$ cat src/dpc_pkg.sv
// constants, register map and carrier types of the phase compensation controller
package dpc_pkg;

  // ----------------------------------------------------------------
  // register offsets (serial port address space)
  // ----------------------------------------------------------------
  localparam logic [6:0] OFS_SEC_FB_CFG     = 7'h35;
  localparam logic [6:0] OFS_DIFF_OUT_SEL   = 7'h3a;
  localparam logic [6:0] OFS_BW_POLICY      = 7'h3b;
  localparam logic [6:0] OFS_BUILD_OUT_CTRL = 7'h48;
  localparam logic [6:0] OFS_PHASE_MON_SEL  = 7'h4b;
  localparam logic [6:0] OFS_SEC_OUT_FREQ   = 7'h64;
  localparam logic [6:0] OFS_LOCKED_BW      = 7'h67;
  localparam logic [6:0] OFS_ACQ_BW         = 7'h69;
  localparam logic [6:0] OFS_SEC_LOW_GAIN   = 7'h6a;
  localparam logic [6:0] OFS_DAMP_LOW_GAIN  = 7'h6b;
  localparam logic [6:0] OFS_SEC_PD2_GAIN   = 7'h6c;
  localparam logic [6:0] OFS_PRI_PD2_GAIN   = 7'h6d;
  localparam logic [6:0] OFS_TRIM_LOW       = 7'h70;
  localparam logic [6:0] OFS_TRIM_HIGH      = 7'h71;
  localparam logic [6:0] OFS_MEAN_OFFSET    = 7'h72;
  localparam logic [6:0] OFS_FINE_LOSS      = 7'h73;
  localparam logic [6:0] OFS_COARSE_CFG     = 7'h74;
  localparam logic [6:0] OFS_FILTER_AUX     = 7'h76;
  localparam logic [6:0] OFS_STATUS_LOW     = 7'h77;
  localparam logic [6:0] OFS_STATUS_HIGH    = 7'h78;

  // ----------------------------------------------------------------
  // field positions
  // ----------------------------------------------------------------
  localparam int BIT_BW_AUTO       = 7;  // bandwidth policy
  localparam int BIT_INT_LIMIT     = 3;  // integral limit at frequency limit
  localparam int BIT_BO_ENABLE     = 3;  // build-out enable
  localparam int BIT_BO_FREEZE     = 2;  // build-out freeze
  localparam int BIT_MON_SECONDARY = 4;  // phase monitor loop select
  localparam int BIT_PD2_ENABLE    = 7;  // detector gain enable
  localparam int BIT_FINE_ENABLE   = 7;
  localparam int BIT_COARSE_LOSS   = 7;
  localparam int BIT_COARSE_CAPT   = 6;
  localparam int BIT_COARSE_LOOP   = 5;
  localparam int BIT_NOISE_FILTER  = 7;
  localparam int BIT_AUX_BUILD_OUT = 4;

  // ----------------------------------------------------------------
  // reset values
  // ----------------------------------------------------------------
  localparam logic [7:0] RST_BUILD_OUT_CTRL = 8'h08;  // build-out on
  localparam logic [7:0] RST_DAMP_LOW_GAIN  = 8'h03;  // damping factor 5
  localparam logic [7:0] RST_ZERO           = 8'h00;

  // ----------------------------------------------------------------
  // numeric limits and timing
  // ----------------------------------------------------------------
  localparam logic signed [5:0] MEAN_OFS_MAX = 6'sd13;  // 13 x 0.101 ns <= 1.4 ns
  localparam int CLK_PERIOD_NS  = 25;
  localparam int BO_HOLD_NS     = 1000;  // temporary holdover before measuring
  localparam int BO_HOLD_CYC    = (BO_HOLD_NS + CLK_PERIOD_NS - 1) / CLK_PERIOD_NS;
  localparam logic [1:0] BW_18HZ = 2'd0;
  localparam logic [1:0] BW_35HZ = 2'd1;
  localparam logic [1:0] BW_70HZ = 2'd2;
  localparam logic [2:0] DAMP_DEFAULT = 3'd3;

  // ----------------------------------------------------------------
  // types
  // ----------------------------------------------------------------
  typedef enum logic [1:0] {
    BO_IDLE    = 2'b00,
    BO_HOLD    = 2'b01,
    BO_MEASURE = 2'b11,
    BO_APPLY   = 2'b10
  } dpc_bo_state_t;

  typedef enum logic [1:0] {
    FB_DIGITAL   = 2'd0,
    FB_ANALOG_HI = 2'd1,
    FB_ANALOG_LO = 2'd2
  } dpc_fb_t;

  typedef struct packed {
    logic [1:0] bandwidth;        // 0:18 Hz 1:35 Hz 2:70 Hz
    logic [2:0] damping;          // 1..5 -> 1.2, 2.5, 5, 10, 20
    logic       pd2_enable;
    logic [2:0] pd2_gain;
    logic       fine_loss_enable;
    logic [2:0] fine_loss_limit;
    logic       coarse_loss_enable;
    logic       coarse_capture_enable;
    logic       coarse_in_loop;
    logic [3:0] coarse_range;
    logic       noise_filter;
  } dpc_loop_cfg_t;

endpackage

$ cat src/dpc_ctrl.sv
// phase compensation and loop configuration control with serial register port
`timescale 1ns/100ps

module dpc_ctrl #(
  parameter int MEAN_SCALE = 1  // measurement LSBs per 0.101 ns mean offset step
) (
  input  wire logic                   clock_i,
  input  wire logic                   rst_b_i,
  input  wire logic                   spi_sclk_i,
  input  wire logic                   spi_cs_b_i,
  input  wire logic                   spi_sdi_i,
  output logic                        spi_sdo_o,
  output logic                        spi_sdo_oe_o,
  input  wire logic                   loop_locked_i,
  input  wire logic                   ref_switch_i,
  input  wire logic                   loop_update_i,
  input  wire logic                   at_freq_limit_i,
  input  wire dpc_pkg::dpc_fb_t       primary_fb_i,
  input  wire dpc_pkg::dpc_fb_t       secondary_fb_i,
  input  wire logic signed [15:0]     ref_phase_i,
  input  wire logic signed [15:0]     primary_phase_i,
  input  wire logic signed [15:0]     secondary_phase_i,
  input  wire logic                   sync_tick_8k_i,
  output dpc_pkg::dpc_loop_cfg_t      primary_cfg_o,
  output dpc_pkg::dpc_loop_cfg_t      secondary_cfg_o,
  output logic                        holdover_o,
  output logic signed [17:0]          phase_offset_o,
  output logic                        integral_limit_o,
  output logic [7:0]                  secondary_freq_sel_o,
  output logic [7:0]                  diff_output_sel_o,
  output logic                        secondary_digital_fb_o,
  output logic                        frame_sync_out_o,
  output logic                        multiframe_sync_out_o
);
  import dpc_pkg::*;

  // ----------------------------------------------------------------
  // serial port synchronisers and edge detection
  // ----------------------------------------------------------------
  logic       sclk_s1_q, sclk_s2_q, sclk_s3_q;
  logic       cs_s1_q, cs_s2_q;
  logic       sdi_s1_q, sdi_s2_q;
  logic       sclk_rise, sclk_fall, sel_active;
  logic [4:0] bit_cnt_q;
  logic [6:0] shift_q;
  logic [6:0] addr_q;
  logic       rd_q;
  logic [7:0] sdo_sh_q;
  logic       wr_q;
  logic [7:0] wr_data_q;
  logic [7:0] rd_data;
  logic [7:0] header;

  // pins are asynchronous: two flops before anything looks at them
  always_ff @(posedge clock_i) begin
    sclk_s1_q <= spi_sclk_i;
    sclk_s2_q <= sclk_s1_q;
    sclk_s3_q <= sclk_s2_q;
    cs_s1_q   <= spi_cs_b_i;
    cs_s2_q   <= cs_s1_q;
    sdi_s1_q  <= spi_sdi_i;
    sdi_s2_q  <= sdi_s1_q;
  end

  assign sclk_rise  = sclk_s2_q & ~sclk_s3_q;
  assign sclk_fall  = ~sclk_s2_q & sclk_s3_q;
  assign sel_active = ~cs_s2_q;
  assign header     = {shift_q, sdi_s2_q};

  // frame: r/w bit, 7 address bits, 8 data bits, msb first, sampled on rising sclk
  always_ff @(posedge clock_i) begin
    if (!rst_b_i || !sel_active) begin
      bit_cnt_q <= 5'd0;
      shift_q   <= 7'd0;
      addr_q    <= 7'd0;
      rd_q      <= 1'b0;
      wr_q      <= 1'b0;
      wr_data_q <= 8'h00;
    end else begin
      wr_q <= 1'b0;
      if (sclk_rise && bit_cnt_q != 5'd16) begin
        shift_q   <= header[6:0];
        bit_cnt_q <= bit_cnt_q + 5'd1;
        if (bit_cnt_q == 5'd7) begin
          rd_q   <= header[7];
          addr_q <= header[6:0];
        end
        if (bit_cnt_q == 5'd15 && !rd_q) begin
          wr_q      <= 1'b1;
          wr_data_q <= header;
        end
      end
    end
  end

  // read data shifts out on falling sclk so it is stable at the next rise
  always_ff @(posedge clock_i) begin
    if (!rst_b_i) begin
      sdo_sh_q     <= 8'h00;
      spi_sdo_o    <= 1'b0;
      spi_sdo_oe_o <= 1'b0;
    end else begin
      spi_sdo_oe_o <= sel_active & rd_q & (bit_cnt_q >= 5'd8);
      if (sclk_rise && sel_active && bit_cnt_q == 5'd7) begin
        sdo_sh_q <= 8'h00;
      end else if (sel_active && rd_q && bit_cnt_q == 5'd8 && sclk_fall) begin
        spi_sdo_o <= rd_data[7];
        sdo_sh_q  <= {rd_data[6:0], 1'b0};
      end else if (sel_active && rd_q && bit_cnt_q > 5'd8 && sclk_fall) begin
        spi_sdo_o <= sdo_sh_q[7];
        sdo_sh_q  <= {sdo_sh_q[6:0], 1'b0};
      end
    end
  end

  // ----------------------------------------------------------------
  // configuration registers
  // ----------------------------------------------------------------
  logic [7:0] sec_fb_q, diff_out_q, bw_policy_q, bo_ctrl_q, mon_sel_q;
  logic [7:0] sec_freq_q, locked_bw_q, acq_bw_q, sec_low_gain_q, damp_low_q;
  logic [7:0] sec_pd2_q, pri_pd2_q, trim_lo_q, trim_hi_q, mean_ofs_q;
  logic [7:0] fine_loss_q, coarse_q, filter_aux_q;
  logic [15:0] status_q;

  always_ff @(posedge clock_i) begin
    if (!rst_b_i) begin
      sec_fb_q       <= RST_ZERO;
      diff_out_q     <= RST_ZERO;
      bw_policy_q    <= RST_ZERO;
      bo_ctrl_q      <= RST_BUILD_OUT_CTRL;
      mon_sel_q      <= RST_ZERO;
      sec_freq_q     <= RST_ZERO;
      locked_bw_q    <= RST_ZERO;
      acq_bw_q       <= RST_ZERO;
      sec_low_gain_q <= RST_ZERO;
      damp_low_q     <= RST_DAMP_LOW_GAIN;
      sec_pd2_q      <= RST_ZERO;
      pri_pd2_q      <= RST_ZERO;
      trim_lo_q      <= RST_ZERO;
      trim_hi_q      <= RST_ZERO;
      mean_ofs_q     <= RST_ZERO;
      fine_loss_q    <= RST_ZERO;
      coarse_q       <= RST_ZERO;
      filter_aux_q   <= RST_ZERO;
    end else if (wr_q) begin
      unique case (addr_q)
        OFS_SEC_FB_CFG:     sec_fb_q       <= wr_data_q;
        OFS_DIFF_OUT_SEL:   diff_out_q     <= wr_data_q;
        OFS_BW_POLICY:      bw_policy_q    <= wr_data_q;
        OFS_BUILD_OUT_CTRL: bo_ctrl_q      <= wr_data_q;
        OFS_PHASE_MON_SEL:  mon_sel_q      <= wr_data_q;
        OFS_SEC_OUT_FREQ:   sec_freq_q     <= wr_data_q;
        OFS_LOCKED_BW:      locked_bw_q    <= wr_data_q;
        OFS_ACQ_BW:         acq_bw_q       <= wr_data_q;
        OFS_SEC_LOW_GAIN:   sec_low_gain_q <= wr_data_q;
        OFS_DAMP_LOW_GAIN:  damp_low_q     <= wr_data_q;
        OFS_SEC_PD2_GAIN:   sec_pd2_q      <= wr_data_q;
        OFS_PRI_PD2_GAIN:   pri_pd2_q      <= wr_data_q;
        OFS_TRIM_LOW:       trim_lo_q      <= wr_data_q;
        OFS_TRIM_HIGH:      trim_hi_q      <= wr_data_q;
        OFS_MEAN_OFFSET:    mean_ofs_q     <= {2'b00, wr_data_q[5:0]};
        OFS_FINE_LOSS:      fine_loss_q    <= wr_data_q;
        OFS_COARSE_CFG:     coarse_q       <= wr_data_q;
        OFS_FILTER_AUX:     filter_aux_q   <= wr_data_q;
        default: ;  // status and unmapped addresses ignore writes
      endcase
    end
  end

  // read mux; unmapped addresses read as zero
  always_comb begin
    unique case (addr_q)
      OFS_SEC_FB_CFG:     rd_data = sec_fb_q;
      OFS_DIFF_OUT_SEL:   rd_data = diff_out_q;
      OFS_BW_POLICY:      rd_data = bw_policy_q;
      OFS_BUILD_OUT_CTRL: rd_data = bo_ctrl_q;
      OFS_PHASE_MON_SEL:  rd_data = mon_sel_q;
      OFS_SEC_OUT_FREQ:   rd_data = sec_freq_q;
      OFS_LOCKED_BW:      rd_data = locked_bw_q;
      OFS_ACQ_BW:         rd_data = acq_bw_q;
      OFS_SEC_LOW_GAIN:   rd_data = sec_low_gain_q;
      OFS_DAMP_LOW_GAIN:  rd_data = damp_low_q;
      OFS_SEC_PD2_GAIN:   rd_data = sec_pd2_q;
      OFS_PRI_PD2_GAIN:   rd_data = pri_pd2_q;
      OFS_TRIM_LOW:       rd_data = trim_lo_q;
      OFS_TRIM_HIGH:      rd_data = trim_hi_q;
      OFS_MEAN_OFFSET:    rd_data = mean_ofs_q;
      OFS_FINE_LOSS:      rd_data = fine_loss_q;
      OFS_COARSE_CFG:     rd_data = coarse_q;
      OFS_FILTER_AUX:     rd_data = filter_aux_q;
      OFS_STATUS_LOW:     rd_data = status_q[7:0];
      OFS_STATUS_HIGH:    rd_data = status_q[15:8];
      default:            rd_data = 8'h00;
    endcase
  end

  // phase monitor snapshot per loop update from the selected loop
  always_ff @(posedge clock_i) begin
    if (!rst_b_i) begin
      status_q <= 16'h0000;
    end else if (loop_update_i) begin
      status_q <= mon_sel_q[BIT_MON_SECONDARY] ? secondary_phase_i : primary_phase_i;
    end
  end

  // ----------------------------------------------------------------
  // phase build-out sequencer
  // ----------------------------------------------------------------
  dpc_bo_state_t       bo_state_q;
  logic [5:0]          hold_cnt_q;
  logic                bo_en_prev_q;
  logic                bo_en, bo_freeze, bo_event;
  logic signed [17:0]  bo_offset_q;
  logic signed [17:0]  captured_q;
  logic signed [5:0]   mean_raw, mean_clamped;
  logic signed [17:0]  slew_step;
  logic [1:0]          eff_bw;

  assign bo_en     = bo_ctrl_q[BIT_BO_ENABLE];
  assign bo_freeze = bo_ctrl_q[BIT_BO_FREEZE];
  // a switch or a fresh enable in lock both trigger; freeze swallows either
  assign bo_event  = bo_en && !bo_freeze &&
                     (ref_switch_i || (!bo_en_prev_q && loop_locked_i));

  // mean offset clamped to the 1.4 ns span
  assign mean_raw     = $signed(mean_ofs_q[5:0]);
  assign mean_clamped = (mean_raw > MEAN_OFS_MAX)  ? MEAN_OFS_MAX :
                        (mean_raw < -MEAN_OFS_MAX) ? -MEAN_OFS_MAX : mean_raw;
  // wider bandwidth slews faster: step doubles per bandwidth code
  assign slew_step    = 18'sd1 <<< eff_bw;

  always_ff @(posedge clock_i) begin
    if (!rst_b_i) begin
      bo_en_prev_q <= 1'b1;  // matches reset enable so reset is no event
    end else begin
      bo_en_prev_q <= bo_en;
    end
  end

  // holdover, measure, apply; offset kept constant while frozen with build-out enabled
  always_ff @(posedge clock_i) begin
    if (!rst_b_i) begin
      bo_state_q  <= BO_IDLE;
      hold_cnt_q  <= 6'd0;
      captured_q  <= 18'sd0;
      bo_offset_q <= 18'sd0;
      holdover_o  <= 1'b0;
    end else begin
      unique case (bo_state_q)
        BO_IDLE: begin
          if (bo_event) begin
            bo_state_q <= BO_HOLD;
            hold_cnt_q <= 6'(BO_HOLD_CYC - 1);
            holdover_o <= 1'b1;
          end else if (!bo_en && loop_locked_i && loop_update_i) begin
            if (bo_offset_q > slew_step) begin
              bo_offset_q <= bo_offset_q - slew_step;
            end else if (bo_offset_q < -slew_step) begin
              bo_offset_q <= bo_offset_q + slew_step;
            end else begin
              bo_offset_q <= 18'sd0;
            end
          end
        end
        BO_HOLD: begin
          if (hold_cnt_q == 6'd0) begin
            bo_state_q <= BO_MEASURE;
          end else begin
            hold_cnt_q <= hold_cnt_q - 6'd1;
          end
        end
        BO_MEASURE: begin
          // new reference phase plus the systematic mean correction
          captured_q <= 18'(ref_phase_i) +
                        18'(mean_clamped * MEAN_SCALE);
          bo_state_q <= BO_APPLY;
        end
        BO_APPLY: begin
          bo_offset_q <= captured_q;
          holdover_o  <= 1'b0;
          bo_state_q  <= BO_IDLE;
        end
      endcase
    end
  end

  // ----------------------------------------------------------------
  // loop configuration, applied on loop update only
  // ----------------------------------------------------------------
  logic [2:0]         eff_damp, damp_max;
  logic [2:0]         pri_gain, sec_gain;
  logic               trim_allowed;
  logic signed [15:0] trim_val;
  dpc_loop_cfg_t      pri_cfg, sec_cfg;

  always_comb begin
    // automatic policy follows lock state; otherwise locked bandwidth only
    if (bw_policy_q[BIT_BW_AUTO] && !loop_locked_i) begin
      eff_bw = acq_bw_q[1:0];
    end else begin
      eff_bw = locked_bw_q[1:0];
    end
    if (eff_bw > BW_70HZ) begin
      eff_bw = BW_70HZ;  // unused code reads as widest setting
    end
    // lower bandwidths offer fewer damping factors
    unique case (eff_bw)
      BW_18HZ: damp_max = 3'd3;
      BW_35HZ: damp_max = 3'd4;
      default: damp_max = 3'd5;
    endcase
    eff_damp = damp_low_q[2:0];
    if (eff_damp == 3'd0) begin
      eff_damp = DAMP_DEFAULT;
    end else if (eff_damp > damp_max) begin
      eff_damp = damp_max;
    end
  end

  // detector gain per feedback type, one set per loop
  always_comb begin
    unique case (primary_fb_i)
      FB_DIGITAL:   pri_gain = pri_pd2_q[2:0];
      FB_ANALOG_HI: pri_gain = pri_pd2_q[6:4];
      default:      pri_gain = damp_low_q[2:0];
    endcase
    unique case (secondary_fb_i)
      FB_DIGITAL:   sec_gain = sec_pd2_q[2:0];
      FB_ANALOG_HI: sec_gain = sec_pd2_q[6:4];
      default:      sec_gain = sec_low_gain_q[2:0];
    endcase
  end

  always_comb begin
    pri_cfg.bandwidth             = eff_bw;
    pri_cfg.damping               = eff_damp;
    pri_cfg.pd2_enable            = pri_pd2_q[BIT_PD2_ENABLE];
    pri_cfg.pd2_gain              = pri_pd2_q[BIT_PD2_ENABLE] ? pri_gain : 3'd0;
    pri_cfg.fine_loss_enable      = fine_loss_q[BIT_FINE_ENABLE];
    pri_cfg.fine_loss_limit       = fine_loss_q[2:0];
    pri_cfg.coarse_loss_enable    = coarse_q[BIT_COARSE_LOSS];
    pri_cfg.coarse_capture_enable = coarse_q[BIT_COARSE_CAPT];
    pri_cfg.coarse_in_loop        = coarse_q[BIT_COARSE_LOOP];
    pri_cfg.coarse_range          = coarse_q[3:0];
    pri_cfg.noise_filter          = filter_aux_q[BIT_NOISE_FILTER];
    // secondary shares everything but its own detector gain
    sec_cfg                       = pri_cfg;
    sec_cfg.pd2_enable            = sec_pd2_q[BIT_PD2_ENABLE];
    sec_cfg.pd2_gain              = sec_pd2_q[BIT_PD2_ENABLE] ? sec_gain : 3'd0;
  end

  assign trim_allowed = !bo_freeze && !filter_aux_q[BIT_AUX_BUILD_OUT];
  assign trim_val     = $signed({trim_hi_q, trim_lo_q});

  // loop sees a new setting only between updates, never mid-accumulation
  always_ff @(posedge clock_i) begin
    if (!rst_b_i) begin
      primary_cfg_o          <= '0;
      secondary_cfg_o        <= '0;
      phase_offset_o         <= 18'sd0;
      integral_limit_o       <= 1'b0;
      secondary_freq_sel_o   <= 8'h00;
      diff_output_sel_o      <= 8'h00;
      secondary_digital_fb_o <= 1'b0;
    end else if (loop_update_i) begin
      primary_cfg_o          <= pri_cfg;
      secondary_cfg_o        <= sec_cfg;
      // trim moves the feedback phase; the loop pulls the output after it
      phase_offset_o         <= trim_allowed ? bo_offset_q + 18'(trim_val)
                                             : bo_offset_q;
      integral_limit_o       <= bw_policy_q[BIT_INT_LIMIT] & at_freq_limit_i;
      secondary_freq_sel_o   <= sec_freq_q;
      diff_output_sel_o      <= diff_out_q;
      secondary_digital_fb_o <= sec_fb_q[6];
    end
  end

  // ----------------------------------------------------------------
  // frame and multiframe sync from the primary loop tick
  // ----------------------------------------------------------------
  logic [1:0] frame_cnt_q;

  always_ff @(posedge clock_i) begin
    if (!rst_b_i) begin
      frame_cnt_q           <= 2'd0;
      frame_sync_out_o      <= 1'b0;
      multiframe_sync_out_o <= 1'b0;
    end else begin
      frame_sync_out_o      <= sync_tick_8k_i;
      multiframe_sync_out_o <= sync_tick_8k_i && frame_cnt_q == 2'd0;
      if (sync_tick_8k_i) begin
        frame_cnt_q <= frame_cnt_q + 2'd1;
      end
    end
  end

endmodule

$ cat config.mk
export PLATFORM = sky130hd
export DESIGN_NAME = dpc_ctrl
export DESIGN_NICKNAME = d
export VERILOG_FILES = /design/src/dpc_pkg.sv /design/src/dpc_ctrl.sv
export SDC_FILE = /design/constraint.sdc
export NUM_CORES = 1
export LEC_CHECK = 0
export ABC_CLOCK_PERIOD_IN_PS = 10500
export BUFFER_PORTS_ARGS = -buffer_cell sky130_fd_sc_hd__buf_2
export CAP_MARGIN = 20
export CORE_ASPECT_RATIO = 0.5
export CORE_MARGIN = 5
export CORE_UTILIZATION = 45
export CTS_CLUSTER_DIAMETER = 60
export DETAILED_ROUTE_END_ITERATION = 8
export PLACE_DENSITY = 0.7
export SYNTH_ARGS = -nofsm -noshare
export SYNTH_HDL_FRONTEND = slang
export SYNTH_SLANG_ARGS = --single-unit
$ cat constraint.sdc
create_clock -name clock_i -period 10.5 [get_ports clock_i]
set_clock_uncertainty 0.1 [all_clocks]
set_input_delay 0 -clock clock_i [delete_from_list [all_inputs] [get_ports clock_i]]
set_output_delay 0 -clock clock_i [all_outputs]
set_load 0.02 [all_outputs]
* After elaboration in Yosys (flattened, before gate mapping)
Cells that the tools add are included.
Word-level totals: bits in registers 314, input port bits 62, output and inout port bits 83, logic and storage cells 220
Operators by class: add/subtract/negate cells 8, $lt $le $gt $ge 8, eq/ne operators 35, shift operators 1, mux-type cells 32, bitwise operators 11, reduce and logical (&&, ||, !) cells 63
Operator list (number):
- 8-bit case mux with 20 select lines | 1
- 7-bit equality test, second input constant | 17
- 18-bit two-way mux | 5
- 2-bit AND reduction | 23
- 18-bit case mux with 2 select lines | 1
- 6-bit two-way mux | 4
- 7-bit by 6-bit equality test with 1-bit output, second input constant | 3
- 18-bit by 16-bit adder with 18-bit output | 1
- 18-bit adder | 1
- 18-bit > comparator | 1
- 18-bit < comparator | 1
- 18-bit negation | 1
- 3-bit case mux with 2 select lines | 3
- 2-bit by 2-bit <<< shifter with 18-bit output, first input constant | 1
- 18-bit subtractor | 1
- 16-bit by 6-bit adder with 17-bit output | 1
- 1-bit logical AND | 17
- 16-bit two-way mux | 1
- 8-bit two-way mux | 2
- 3-bit two-way mux | 4
- 6-bit case mux with 2 select lines | 1
- 5-bit by 4-bit equality test with 1-bit output, second input constant | 2
- 2-bit zero test | 5
- 2-bit inequality test, second input constant | 5
- other kinds (26) | 56

* Depth between registers and ports, before layout
Gate-level depths: netlist (run 1).
depth after elaboration 13, gate-level depth with buffers 14, mapped depth without buffers 14

* Worst setup path before layout (run 1)
No wires, ideal clock.
path type flip-flop to flip-flop, start reg mean_ofs_q[1], end reg captured_q[16], library setup time 58 ps, arrival time 3267 ps, path slack 7074 ps, cell stages (with the launch flop) 15, path buffers 0, path through dfxtp_1 > a211o_1 > nand3_1 > ha_1 > or3_1 > ha_1 > fa_1 > a21o_1 > a21o_1 > nand2_1 > a21boi_0 > a311oi_1 > o21ai_0 > a21oi_1 > o221a_2
On the way: longest elaborated chain between the ends 4
RTL lines:
- start: declaration | line dpc_ctrl.sv:121 | logic [7:0] sec_pd2_q, pri_pd2_q, trim_lo_q, trim_hi_q, mean_ofs_q;
- start signal: assignment | line dpc_ctrl.sv:161 | OFS_MEAN_OFFSET: mean_ofs_q <= {2'b00, wr_data_q[5:0]};
- 6-bit by 5-bit < comparator with 1-bit output | line dpc_ctrl.sv:228 | (mean_raw < -MEAN_OFS_MAX) ? -MEAN_OFS_MAX : mean_raw;
- 6-bit two-way mux | line dpc_ctrl.sv:228
- 6-bit two-way mux (*) | line dpc_ctrl.sv:227 | assign mean_clamped = (mean_raw > MEAN_OFS_MAX) ? MEAN_OFS_MAX :
- 16-bit by 6-bit adder with 17-bit output (*) | line dpc_ctrl.sv:274 | captured_q <= 18'(ref_phase_i) +
- end signal: assignment | line dpc_ctrl.sv:274
- end: declaration | line dpc_ctrl.sv:214 | logic signed [17:0] captured_q;
Mark *: on every way between the ends. The rest lies on a longest branch, timed or not. A chain may end at the register's enable or synchronous reset.

* Final worst setup path (run 1)
start reg mean_ofs_q[1], end reg captured_q[15]
Same word-level chain as after synthesis.

==> results of run 1 <==
[critical path, cell delays in order, from the launching register on]
cell,delay [ns]
dfxtp_1,0.41
a211o_1,0.15
nand3_1,0.08
ha_1,0.19
nor2_1,0.71
ha_1,0.43
a21o_1,0.20
a21o_1,0.16
a21oi_1,0.27
o21ai_0,0.14
a211o_1,0.32
o31ai_1,0.27
xor2_1,0.17
dlygate4sd3_1,0.56
o21ai_0,0.07
[logic make-up after synthesis]
kind of cell             synth area share (%)
AND/OR/NAND/NOR                          21.1
AO/OA/AOI/OAI                            19.7
other                                  0.0471
flip-flops                               39.3
multiplexers                             6.95
adder cells (fa/ha/maj)                  5.21
XOR/XNOR                                 2.36
buffers and inverters                    5.21
[synth_stat cells, types with 22 or more instances]
| cell type | number | share of area, % |
|---|---|---|
| ha_1 | 60 | 4.7 |
| clkbuf_1 | 119 | 2.8 |
| mux2i_1 | 105 | 6.6 |
| xnor2_1 | 22 | 1.2 |
| nor3_1 | 32 | 1.0 |
| nand3_1 | 164 | 5.2 |
| o21ai_0 | 51 | 1.6 |
| a211oi_1 | 39 | 1.8 |
| a21oi_1 | 193 | 6.1 |
| dfxtp_1 | 313 | 39 |
| nand2_1 | 235 | 5.5 |
| inv_1 | 41 | 0.97 |
| nor2_1 | 174 | 4.1 |
| a22oi_1 | 36 | 1.7 |
[final cells by class]
class | instances | area [um2]
inverter | 42 | 163
clock buffer | 41 | 872
sequential | 313 | 6270
timing repair buffer | 258 | 1810
tap | 475 | 594
clock inverter | 10 | 128
fill | 3173 | 16000
multi-input combinational | 1435 | 8900
antenna | 1 | 2.50
[flip-flops by register name, summed over array words and instances, names as in the netlist, 16 cells and up]
| signal | count |
|---|---|
| phase_offset_o | 18 |
| bo_offset_q | 18 |
| secondary_cfg_o | 21 |
| captured_q | 17 |
| status_q | 16 |
[per-layer routing]
layer | routed length [um] | vias to the layer above | global-route usage, %
met2 | 23700 | 670 | 41.2
li1 | - | 7250 | -
met3 | 4580 | 133 | 4.88
met1 | 21300 | 7197 | 32.7
met5 | 0 | - | 0
met4 | 2050 | 0 | 8.85
[how the worst max path moves through the flow]
stage / slack [ns] / end / cells after the start
2_1_floorplan: 7.07 / captured_q[16] / 14
3_5_place_dp: 6.30 / bo_offset_q[6] / 12
4_1_cts: 6.18 / captured_q[15] / 14
5_1_grt: 5.81 / captured_q[15] / 14
3_3_place_gp: 6.38 / bo_offset_q[6] / 12
6_report: 6.14 / captured_q[15] / 14
[power breakdown]
group / switching [mW] / internal, mW
clock: 0.486 / 0.630
sequential: 0.0279 / 1.21
combinational: 0.178 / 0.123
==> summary.md, run 1 <==
| Metric | Value |
|---|---|
| Die ar. | 0.0395 mm2 |
| Async SR Flop Fraction | 0% |
| Post-Layout Inst Area | 0.0187 mm2 |
| Nets | 2205 |
| Share of layout cells above drive strength 1 | 11.7% |
| First-pass GRT wire length | 80.1 mm |
| Hold path cells | 5 |
| Power density over cell area | 142 mW/mm2 |
| TritonCTS clock tree | done |
| Peak supply drop | 84.5 uV |
| Setup Buffers After CTS | 0 |
| Post-Route WL | 51.6 mm |
| Synth warn | 0 |
| Avg WL per Cell | 20.1 um |
| Leakage | 7.38 nW |
| Final Non-Filler Cells | 2575 |
| Outcome | finished clean |
| Syn Inst Count | 1939 |
| Post-Place Cells | 2434 |
| Core footprint | 0.0347 mm2 |
| DR pass1 iterations | 8 |
| Via-to-Cell Ratio | 5.92 |
| FF+latch count, synth | 313 |
| Num CTS Buffers | 29 |
| Layout area overhead | 17.6% |
| Commonest non-fill, non-tap cell in the layout | dfxtp_1 |
| Initial antenna violation count | 1 |
| Worst endpoint required time | 10.86 ns |
| WP data arrival | 4.72 ns |
| Post-detail-place hpwl | 33.6 mm |
| Fmax | 230 MHz |
| Setup TNS | 0 ns |
| Worst slew margin | 22.3% |
| Fin worst setup slack | 6.14 ns |
| Max clock buf depth | 3 |
| # resized after CTS | 0 |
| Vias in the first global route | 14100 |
| Syn avg cell area | 8.22 um2 |
| Crit path capture type | register |
| Via Count | 15300 |
| Sequential area share after synthesis | 39.3% |
| Worst reg-to-reg setup slack | 6.14 ns |
| Total GRT Usage | 24.8% |
| RSZ-0062 raised after global routing | no |
| Worst hold margin | 0.0426 ns |
| Io pins | 145 |
| R2r endpoint | captured_q[15] |
| Setup crit start | mean_ofs_q[1] |
| Top_reg_cell synth | dfxtp_1 |
| Clock Latency Late Sink | 0.59 ns |
| Crit Path Category | register to register |
| CTS Root Buffer Type | clkbuf_16 |
| Min-delay src | loop_locked_i |
| Initial Utilization | 45.9% |
| Tmin final | 4.36 ns |
| Max Cap Viol | 0 |
| Total Power | 2.65 mW |
| Cell row count | 48 |
| Clk sinks | 313 |
| Most frequent cells in the layout | dfxtp_1, nand2_1, a21oi_1 |
| Post-route ant nets | 0 |
| CP Max Fanout | 11 |
| Synth cell types | 80 |
| Final setup vio count | 0 |
| Remaining DRCs | 0 |
| Pre-CTS setup slack | 6.30 ns |
| Reg2reg path depth | 14 |
| Mapped Area | 0.0159 mm2 |
| CTS Hold Bufs | 88 |
| CP startpoint kind | register |
| Final hold viol count | 0 |
| CTS HTree Levels | 1 |
| Initial drt markers | 1822 |
| Grt ovf | 0 |
| Actual slew at the worst max-slew pin | 1.16 ns |
| Chip Height | 143 um |
| Worst-path clk slew | 0.07 ns |
| PortBufs | 144 |
| Pin count of the biggest net entering global routing | 143 |
| Die Span X | 276 um |
| Slew Viols, Final | 0 |
| Final Util | 54.0% |
| Worst reg2reg path startpoint | mean_ofs_q[1] |
| Worst hold path type | input port to register |
| Hold Path Sink | bo_offset_q[17] |
| Post-synth EDFFs | 0 |
| GPL Wtd Cong | 0.932 |
| Post-route clock period utilization | 41.5% |
| Post-DP Area | 0.0168 mm2 |
(Power assumes the default switching activity.)
==> run 2: changes to the inputs <==
--- a/config.mk
+++ b/config.mk
@@ -5,7 +5,7 @@
 export SDC_FILE = /design/constraint.sdc
 export NUM_CORES = 1
 export LEC_CHECK = 0
-export ABC_CLOCK_PERIOD_IN_PS = 10500
+export ABC_CLOCK_PERIOD_IN_PS = 4170
 export BUFFER_PORTS_ARGS = -buffer_cell sky130_fd_sc_hd__buf_2
 export CAP_MARGIN = 20
 export CORE_ASPECT_RATIO = 0.5
==> constraint.sdc (replaced) <==
create_clock -name clock_i -period 4.17 [get_ports clock_i]
set_clock_uncertainty 0.1 [all_clocks]
set_input_delay 0 -clock clock_i [delete_from_list [all_inputs] [get_ports clock_i]]
set_output_delay 0 -clock clock_i [all_outputs]
set_load 0.02 [all_outputs]
==> summary.md, run 2 (synthesized netlist as in run 1, its figures left out) <==
| Metric | Value |
|---|---|
| Fill count | 3205 (+1.0%) |
| Clock Latency Late Sink | 0.57 ns (-0.02 ns) |
| Via Count | 15300 (+0.33%) |
| Worst-path clk slew | 0.07 ns (about the same) |
| Worst slew margin | 19.5% (-2.8 points) |
| Slew Viols, Final | 0 (unchanged) |
| Num CTS Buffers | 29 (unchanged) |
| Nets | 2221 (+0.73%) |
| Remaining DRCs | 1 (+1) |
| Post-route ant nets | 0 (unchanged) |
| Post-detail-place hpwl | 33.8 mm (+0.67%) |
| Most frequent cells in the layout | dfxtp_1, nand2_1, a21oi_1 |
| Setup TNS | 0 ns (unchanged) |
| Tmin final | 3.95 ns (-0.402 ns) |
| Number of flip-flops in the largest register | 21 (unchanged) |
| Share of layout cells above drive strength 1 | 12.2% (+0.46 points) |
| Worst hold path type | input port to register |
| Pin count of the biggest net entering global routing | 131 (-8.4%) |
| Die ar. | 0.0395 mm2 (unchanged) |
| RSZ-0062 raised after global routing | no |
| Largest regs | secondary_cfg_o (21), bo_offset_q (18), phase_offset_o (18) |
| Initial antenna violation count | 0 (-1) |
| Worst hold margin | 0.0674 ns (+0.0248 ns) |
| Chip Height | 143 um (unchanged) |
| Footprint of the multi-input gates | 0.00890 mm2 (about the same) |
| Fmax | 253 MHz (+10%) |
| Final Non-Filler Cells | 2593 (+0.70%) |
| Met1 usage | 32.4% (-0.30 points) |
| Commonest non-fill, non-tap cell in the layout | dfxtp_1 |
| Failing checks | DRC |
| Pre-CTS setup slack | 0.404 ns (-5.90 ns) |
| Met2 GRT Util | 40.8% (-0.42 points) |
| Initial Utilization | 45.9% (unchanged) |
| Core footprint | 0.0347 mm2 (unchanged) |
| First-pass GRT wire length | 80.1 mm (about the same) |
| TritonCTS clock tree | done |
| CTS HTree Levels | 1 (unchanged) |
| Clk sinks | 313 (unchanged) |
| Io pins | 145 (unchanged) |
| Power density over cell area | 355 mW/mm2 (+150%) |
| Worst endpoint required time | 4.56 ns (-6.30 ns) |
| CP Max Fanout | 5 (-6) |
| Crit path capture type | register |
| Post-route clock period utilization | 94.8% (+53 points) |
| Max clock buf depth | 3 (unchanged) |
| Post-Place Cells | 2452 (+0.74%) |
| Storage element area | 0.00627 mm2 (unchanged) |
| Avg WL per Cell | 19.7 um (-1.6%) |
| WP data arrival | 4.34 ns (-0.38 ns) |
| Met3 usage | 5.20% (+0.31 points) |
| Grt ovf | 0 (unchanged) |
| Leakage | 7.45 nW (+0.97%) |
| Final setup vio count | 0 (unchanged) |
| Initial drt markers | 1639 (-10%) |
| Max Cap Viol | 0 (unchanged) |
| Worst reg2reg path startpoint | mean_ofs_q[1] |
| Setup Buffers After CTS | 0 (unchanged) |
| Peak supply drop | 276 uV (+230%) |
| Total Power | 6.69 mW (+150%) |
| GPL Wtd Cong | 0.971 (+4.1%) |
| Min-delay src | loop_locked_i |
| Crit Path Category | register to register |
| Busiest grt layer | met2 |
| Total GRT Usage | 24.8% (-0.078 points) |
| Final hold viol count | 0 (unchanged) |
| Final Util | 54.3% (+0.31 points) |
| Layout area overhead | 18.3% |
| Actual slew at the worst max-slew pin | 1.21 ns (+0.0422 ns) |
| Outcome | finished with violations |
| CTS Root Buffer Type | clkbuf_16 |
| Vias in the first global route | 14300 (+1.2%) |
| Post-Route WL | 51.2 mm (-0.92%) |
| PortBufs | 144 (unchanged) |
| Cell row count | 48 (unchanged) |
| Top reg by flops | secondary_cfg_o |
| CP startpoint kind | register |
| Fin worst setup slack | 0.216 ns (-5.93 ns) |
| Setup crit start | mean_ofs_q[1] |
| DR pass1 iterations | 9 (+1) |
| Number of diodes | 0 (-1) |
| Die Span X | 276 um (unchanged) |
| Post-Layout Inst Area | 0.0188 mm2 (+0.57%) |
| Via-to-Cell Ratio | 5.90 (-0.37%) |
| Post-DP Area | 0.0170 mm2 (+0.87%) |
[run 2: changes by cell type in the layout (fill, tap and decap cells not counted), moves of 2 or more]
cell           previous run  this run
buf_12                    0         2
buf_4                    26        42
bufinv_16                 2         4
clkbuf_1                  3        12
clkbuf_8                  8         4
clkinv_4                  2         0
dlygate4sd3_1            88        86
[run 2: path summary, 6_finish.rpt]
kind,end,slack (ns),cells after the start
worst min register to register,sdi_s2_q,0.23,0
worst min-delay path,bo_offset_q[1],0.07,5
worst max register to register,captured_q[13],0.22,14
worst max-delay path,captured_q[13],0.22,14
[run 2: final cells by class]
type                            count  area share (%)
Multi-Input combinational cell   1435            47.2
Sequential cell                   313            33.3
Timing Repair Buffer              274            10.3
Clock buffer                       45            4.38
Tap cell                          475            3.15
Inverter                           42           0.863
Clock inverter                      9           0.817
[run 2: what timing repair did]
item	CTS	global route
resized for setup	0	3
hold buffers	86	0
endpoints found under the setup margin	0	3
endpoints found under the hold margin	117	0
[run 2: report_power, final]
| part | switching (mW) | internal [mW] |
|---|---|---|
| Sequential | 0.0658 | 3.04 |
| Combinational | 0.449 | 0.327 |
| Clock | 1.20 | 1.61 |
[run 2: per-layer routing]
layer / routed length [um] / up-vias
li1: - / 7263
met1: 21100 / 7265
met2: 23200 / 627
met3: 4610 / 145
met4: 2260 / 0
met5: 0 / -
[run 2: worst max-delay path, stage by stage, from the launching register on]
cell	delay, ns
dfxtp_1	0.36
a211o_1	0.32
nand3_1	0.09
ha_1	0.26
or3_1	0.37
ha_1	0.22
a21oi_1	0.16
nor2b_1	0.07
o31a_1	0.27
o41a_1	0.40
a211o_1	0.33
xor2_1	0.16
dlygate4sd3_1	0.56
nand2_1	0.05
a21oi_1	0.15
==> run 3: changes to the inputs <==
--- a/config.mk
+++ b/config.mk
@@ -9,7 +9,6 @@
 export BUFFER_PORTS_ARGS = -buffer_cell sky130_fd_sc_hd__buf_2
 export CAP_MARGIN = 20
 export CORE_ASPECT_RATIO = 0.5
-export CORE_MARGIN = 5
 export CORE_UTILIZATION = 45
 export CTS_CLUSTER_DIAMETER = 60
 export DETAILED_ROUTE_END_ITERATION = 8
==> summary.md, run 3 (synthesized netlist as in run 1, its figures left out) <==
| Metric | Value |
|---|---|
| Core footprint | 0.0347 mm2 (-0.17%) |
| Worst slew margin | 20.2% (+0.70 points) |
| Post-Layout Inst Area | 0.0189 mm2 (+0.54%) |
| Fmax | 253 MHz (-0.12%) |
| PortBufs | 144 (unchanged) |
| CP Max Fanout | 5 (unchanged) |
| Slew Viols, Final | 0 (unchanged) |
| Worst endpoint required time | 4.51 ns (-0.05 ns) |
| Clk sinks | 313 (unchanged) |
| Post-route ant nets | 0 (unchanged) |
| Hold path cells | 5 (unchanged) |
| Setup TNS | 0 ns (unchanged) |
| CP startpoint kind | register |
| Worst hold path type | input port to register |
| Outcome | finished clean |
| Initial Utilization | 46.0% (+0.080 points) |
| Sequential Power Share | 46.7% (+0.2 points) |
| Final setup vio count | 0 (unchanged) |
| WP data arrival | 4.30 ns (-0.04 ns) |
| Post-DP Area | 0.0170 mm2 (+0.18%) |
| Via-to-Cell Ratio | 5.89 (about the same) |
| Worst-path clk slew | 0.07 ns (about the same) |
| CP Buf/Inv Count | 1 (unchanged) |
| Setup crit start | mean_ofs_q[1] |
| Clock Latency Late Sink | 0.61 ns (+0.04 ns) |
| Num CTS Buffers | 30 (+3.4%) |
| CTS HTree Levels | 1 (unchanged) |
| Number of diodes | 0 (unchanged) |
| Peak supply drop | 283 uV (+2.4%) |
| Critical Path Stages | 14 (unchanged) |
| Actual slew at the worst max-slew pin | 1.20 ns (-0.0105 ns) |
| Tmin final | 3.96 ns (+0.00455 ns) |
| Reg2reg path depth | 14 (unchanged) |
| Layout area overhead | 18.9% |
| Die ar. | 0.0362 mm2 (-8.3%) |
| Post-Place Cells | 2456 (+0.16%) |
| Initial antenna violation count | 0 (unchanged) |
| CP top delay family | compound AO/OA/AOI/OAI gates |
| Net switching power | 1.80 mW (+5.5%) |
| Crit Path Category | register to register |
| Post-route clock period utilization | 94.9% (+0.11 points) |
| Via Count | 15300 (+0.25%) |
| Avg WL per Cell | 19.6 um (-0.68%) |
| R2r endpoint | captured_q[13] |
| TritonCTS clock tree | done |
| Nets | 2229 (+0.36%) |
| Total GRT Usage | 27.5% (+2.8 points) |
| Net Sw Frac | 27.1% (+1.5 points) |
| Share of layout cells above drive strength 1 | 13.3% (+1.1 points) |
| GPL Wtd Cong | 0.954 (-1.7%) |
| Post-Route WL | 51.0 mm (-0.34%) |
| Comb power frac | 11.7% (about the same) |
| Chip Height | 135 um (-5.6%) |
| Remaining DRCs | 0 (-1) |
| Clock power frac | 41.6% (-0.3 points) |
| Number of flip-flops in the largest register | 21 (unchanged) |
| Largest regs | secondary_cfg_o (21), bo_offset_q (18), phase_offset_o (18) |
| First-pass GRT wire length | 78.8 mm (-1.5%) |
| Pre-CTS setup slack | 0.441 ns (+0.0371 ns) |
| RSZ-0062 raised after global routing | no |
| Worst reg-to-reg setup slack | 0.21 ns (about the same) |
| Max Cap Viol | 0 (unchanged) |
| Io pins | 145 (unchanged) |
| CTS Root Buffer Type | clkbuf_16 |
| CP max-delay cell | dlygate4sd3_1 |
| Crit path capture | captured_q[13] |
| Worst hold margin | 0.0203 ns (-0.0471 ns) |
| Most frequent cells in the layout | dfxtp_1, nand2_1, a21oi_1 |
| Commonest non-fill, non-tap cell in the layout | dfxtp_1 |
| Fin worst setup slack | 0.211 ns (-0.00455 ns) |
| Cell row count | 48 (unchanged) |
| Leakage | 7.50 nW (+0.72%) |
| Initial drt markers | 1812 (+11%) |
| Int Pwr | 4.86 mW (-2.5%) |
| Crit path cell chain | a211o_1, nand3_2, ha_4, or3_4, ha_1, a21oi_1, nor2b_1, o31a_1, o41a_1, a211o_1, xor2_1, dlygate4sd3_1, nand2_1, a21oi_1 |
| Vias in the first global route | 14000 (-2.1%) |
| Final Util | 54.7% (+0.39 points) |
| Top reg by flops | secondary_cfg_o |
| Grt ovf | 0 (unchanged) |
| Die Span X | 268 um (-2.9%) |
| DR pass1 iterations | 6 (-3) |
| Power density over cell area | 352 mW/mm2 (-0.97%) |
| Total Power | 6.66 mW (-0.44%) |
| Crit path capture type | register |
| Worst reg2reg path startpoint | mean_ofs_q[1] |
| Post-detail-place hpwl | 33.6 mm (-0.71%) |
| Final Non-Filler Cells | 2602 (+0.35%) |
| Max clock buf depth | 3 (unchanged) |
| Max stage delay on crit path | 0.57 ns (about the same) |
| Final hold viol count | 0 (unchanged) |
| Pin count of the biggest net entering global routing | 103 (-21%) |
[run 3: changes by cell type in the layout (fill, tap and decap cells not counted), sizes merged]
cell,delta
clkinvlp,+2
buf,+5
dlygate4sd3,+2
bufinv,-3
clkbuf,-8
clkinv,+11
[run 3: area by class of cell]
| type | count | area (um2) |
|---|---|---|
| tap | 475 | 594 |
| clock buffer | 37 | 827 |
| inverter | 42 | 163 |
| clock inverter | 19 | 161 |
| multi-input combinational | 1435 | 8920 |
| fill | 3152 | 15700 |
| sequential | 313 | 6270 |
| timing repair buffer | 281 | 2000 |
[run 3: how the worst min path moves through the flow]
| stage | from | end | slack [ns] |
|---|---|---|---|
| after floorplan | spi_cs_b_i | cs_s1_q | -0.07 |
| after global placement | spi_sclk_i | sclk_s1_q | 0.002 |
| after detailed placement | spi_sclk_i | sclk_s1_q | 0.007 |
| after CTS | loop_locked_i | bo_offset_q[17] | 0.004 |
| after global routing | loop_locked_i | bo_offset_q[1] | 0.07 |
| final | loop_locked_i | bo_offset_q[17] | 0.02 |
[run 3: what timing repair did]
action | CTS | global route
hold endpoints to repair | 69 | 0
hold buffers | 89 | 0
setup buffers | 0 | 1
setup endpoints to repair | 0 | 3
gates resized for setup | 0 | 9
[run 3: power by group through the flow]
stage               clock network, mW  registers, mW  logic (mW)
detailed placement                  0           3.18       0.698
global placement                    0           3.18       0.693
CTS                              2.79           3.11       0.763
global route                     2.90           3.12       0.849
finish                           2.77           3.11       0.782
floorplan                           0           3.16       0.510
[run 3: metal layers]
metal	routed length [um]	vias up	track usage (%)
met5	0	-	0
met4	2140	0	11.7
met3	3890	128	3.96
met2	23100	633	43.3
met1	21800	7302	37.7
li1	-	7275	-
[run 3: tightest hold or removal path: stages]
cell     delay [ns]
buf_2          0.13
a31oi_1        0.11
nor2_1         0.12
buf_4          0.21
o32ai_1        0.09
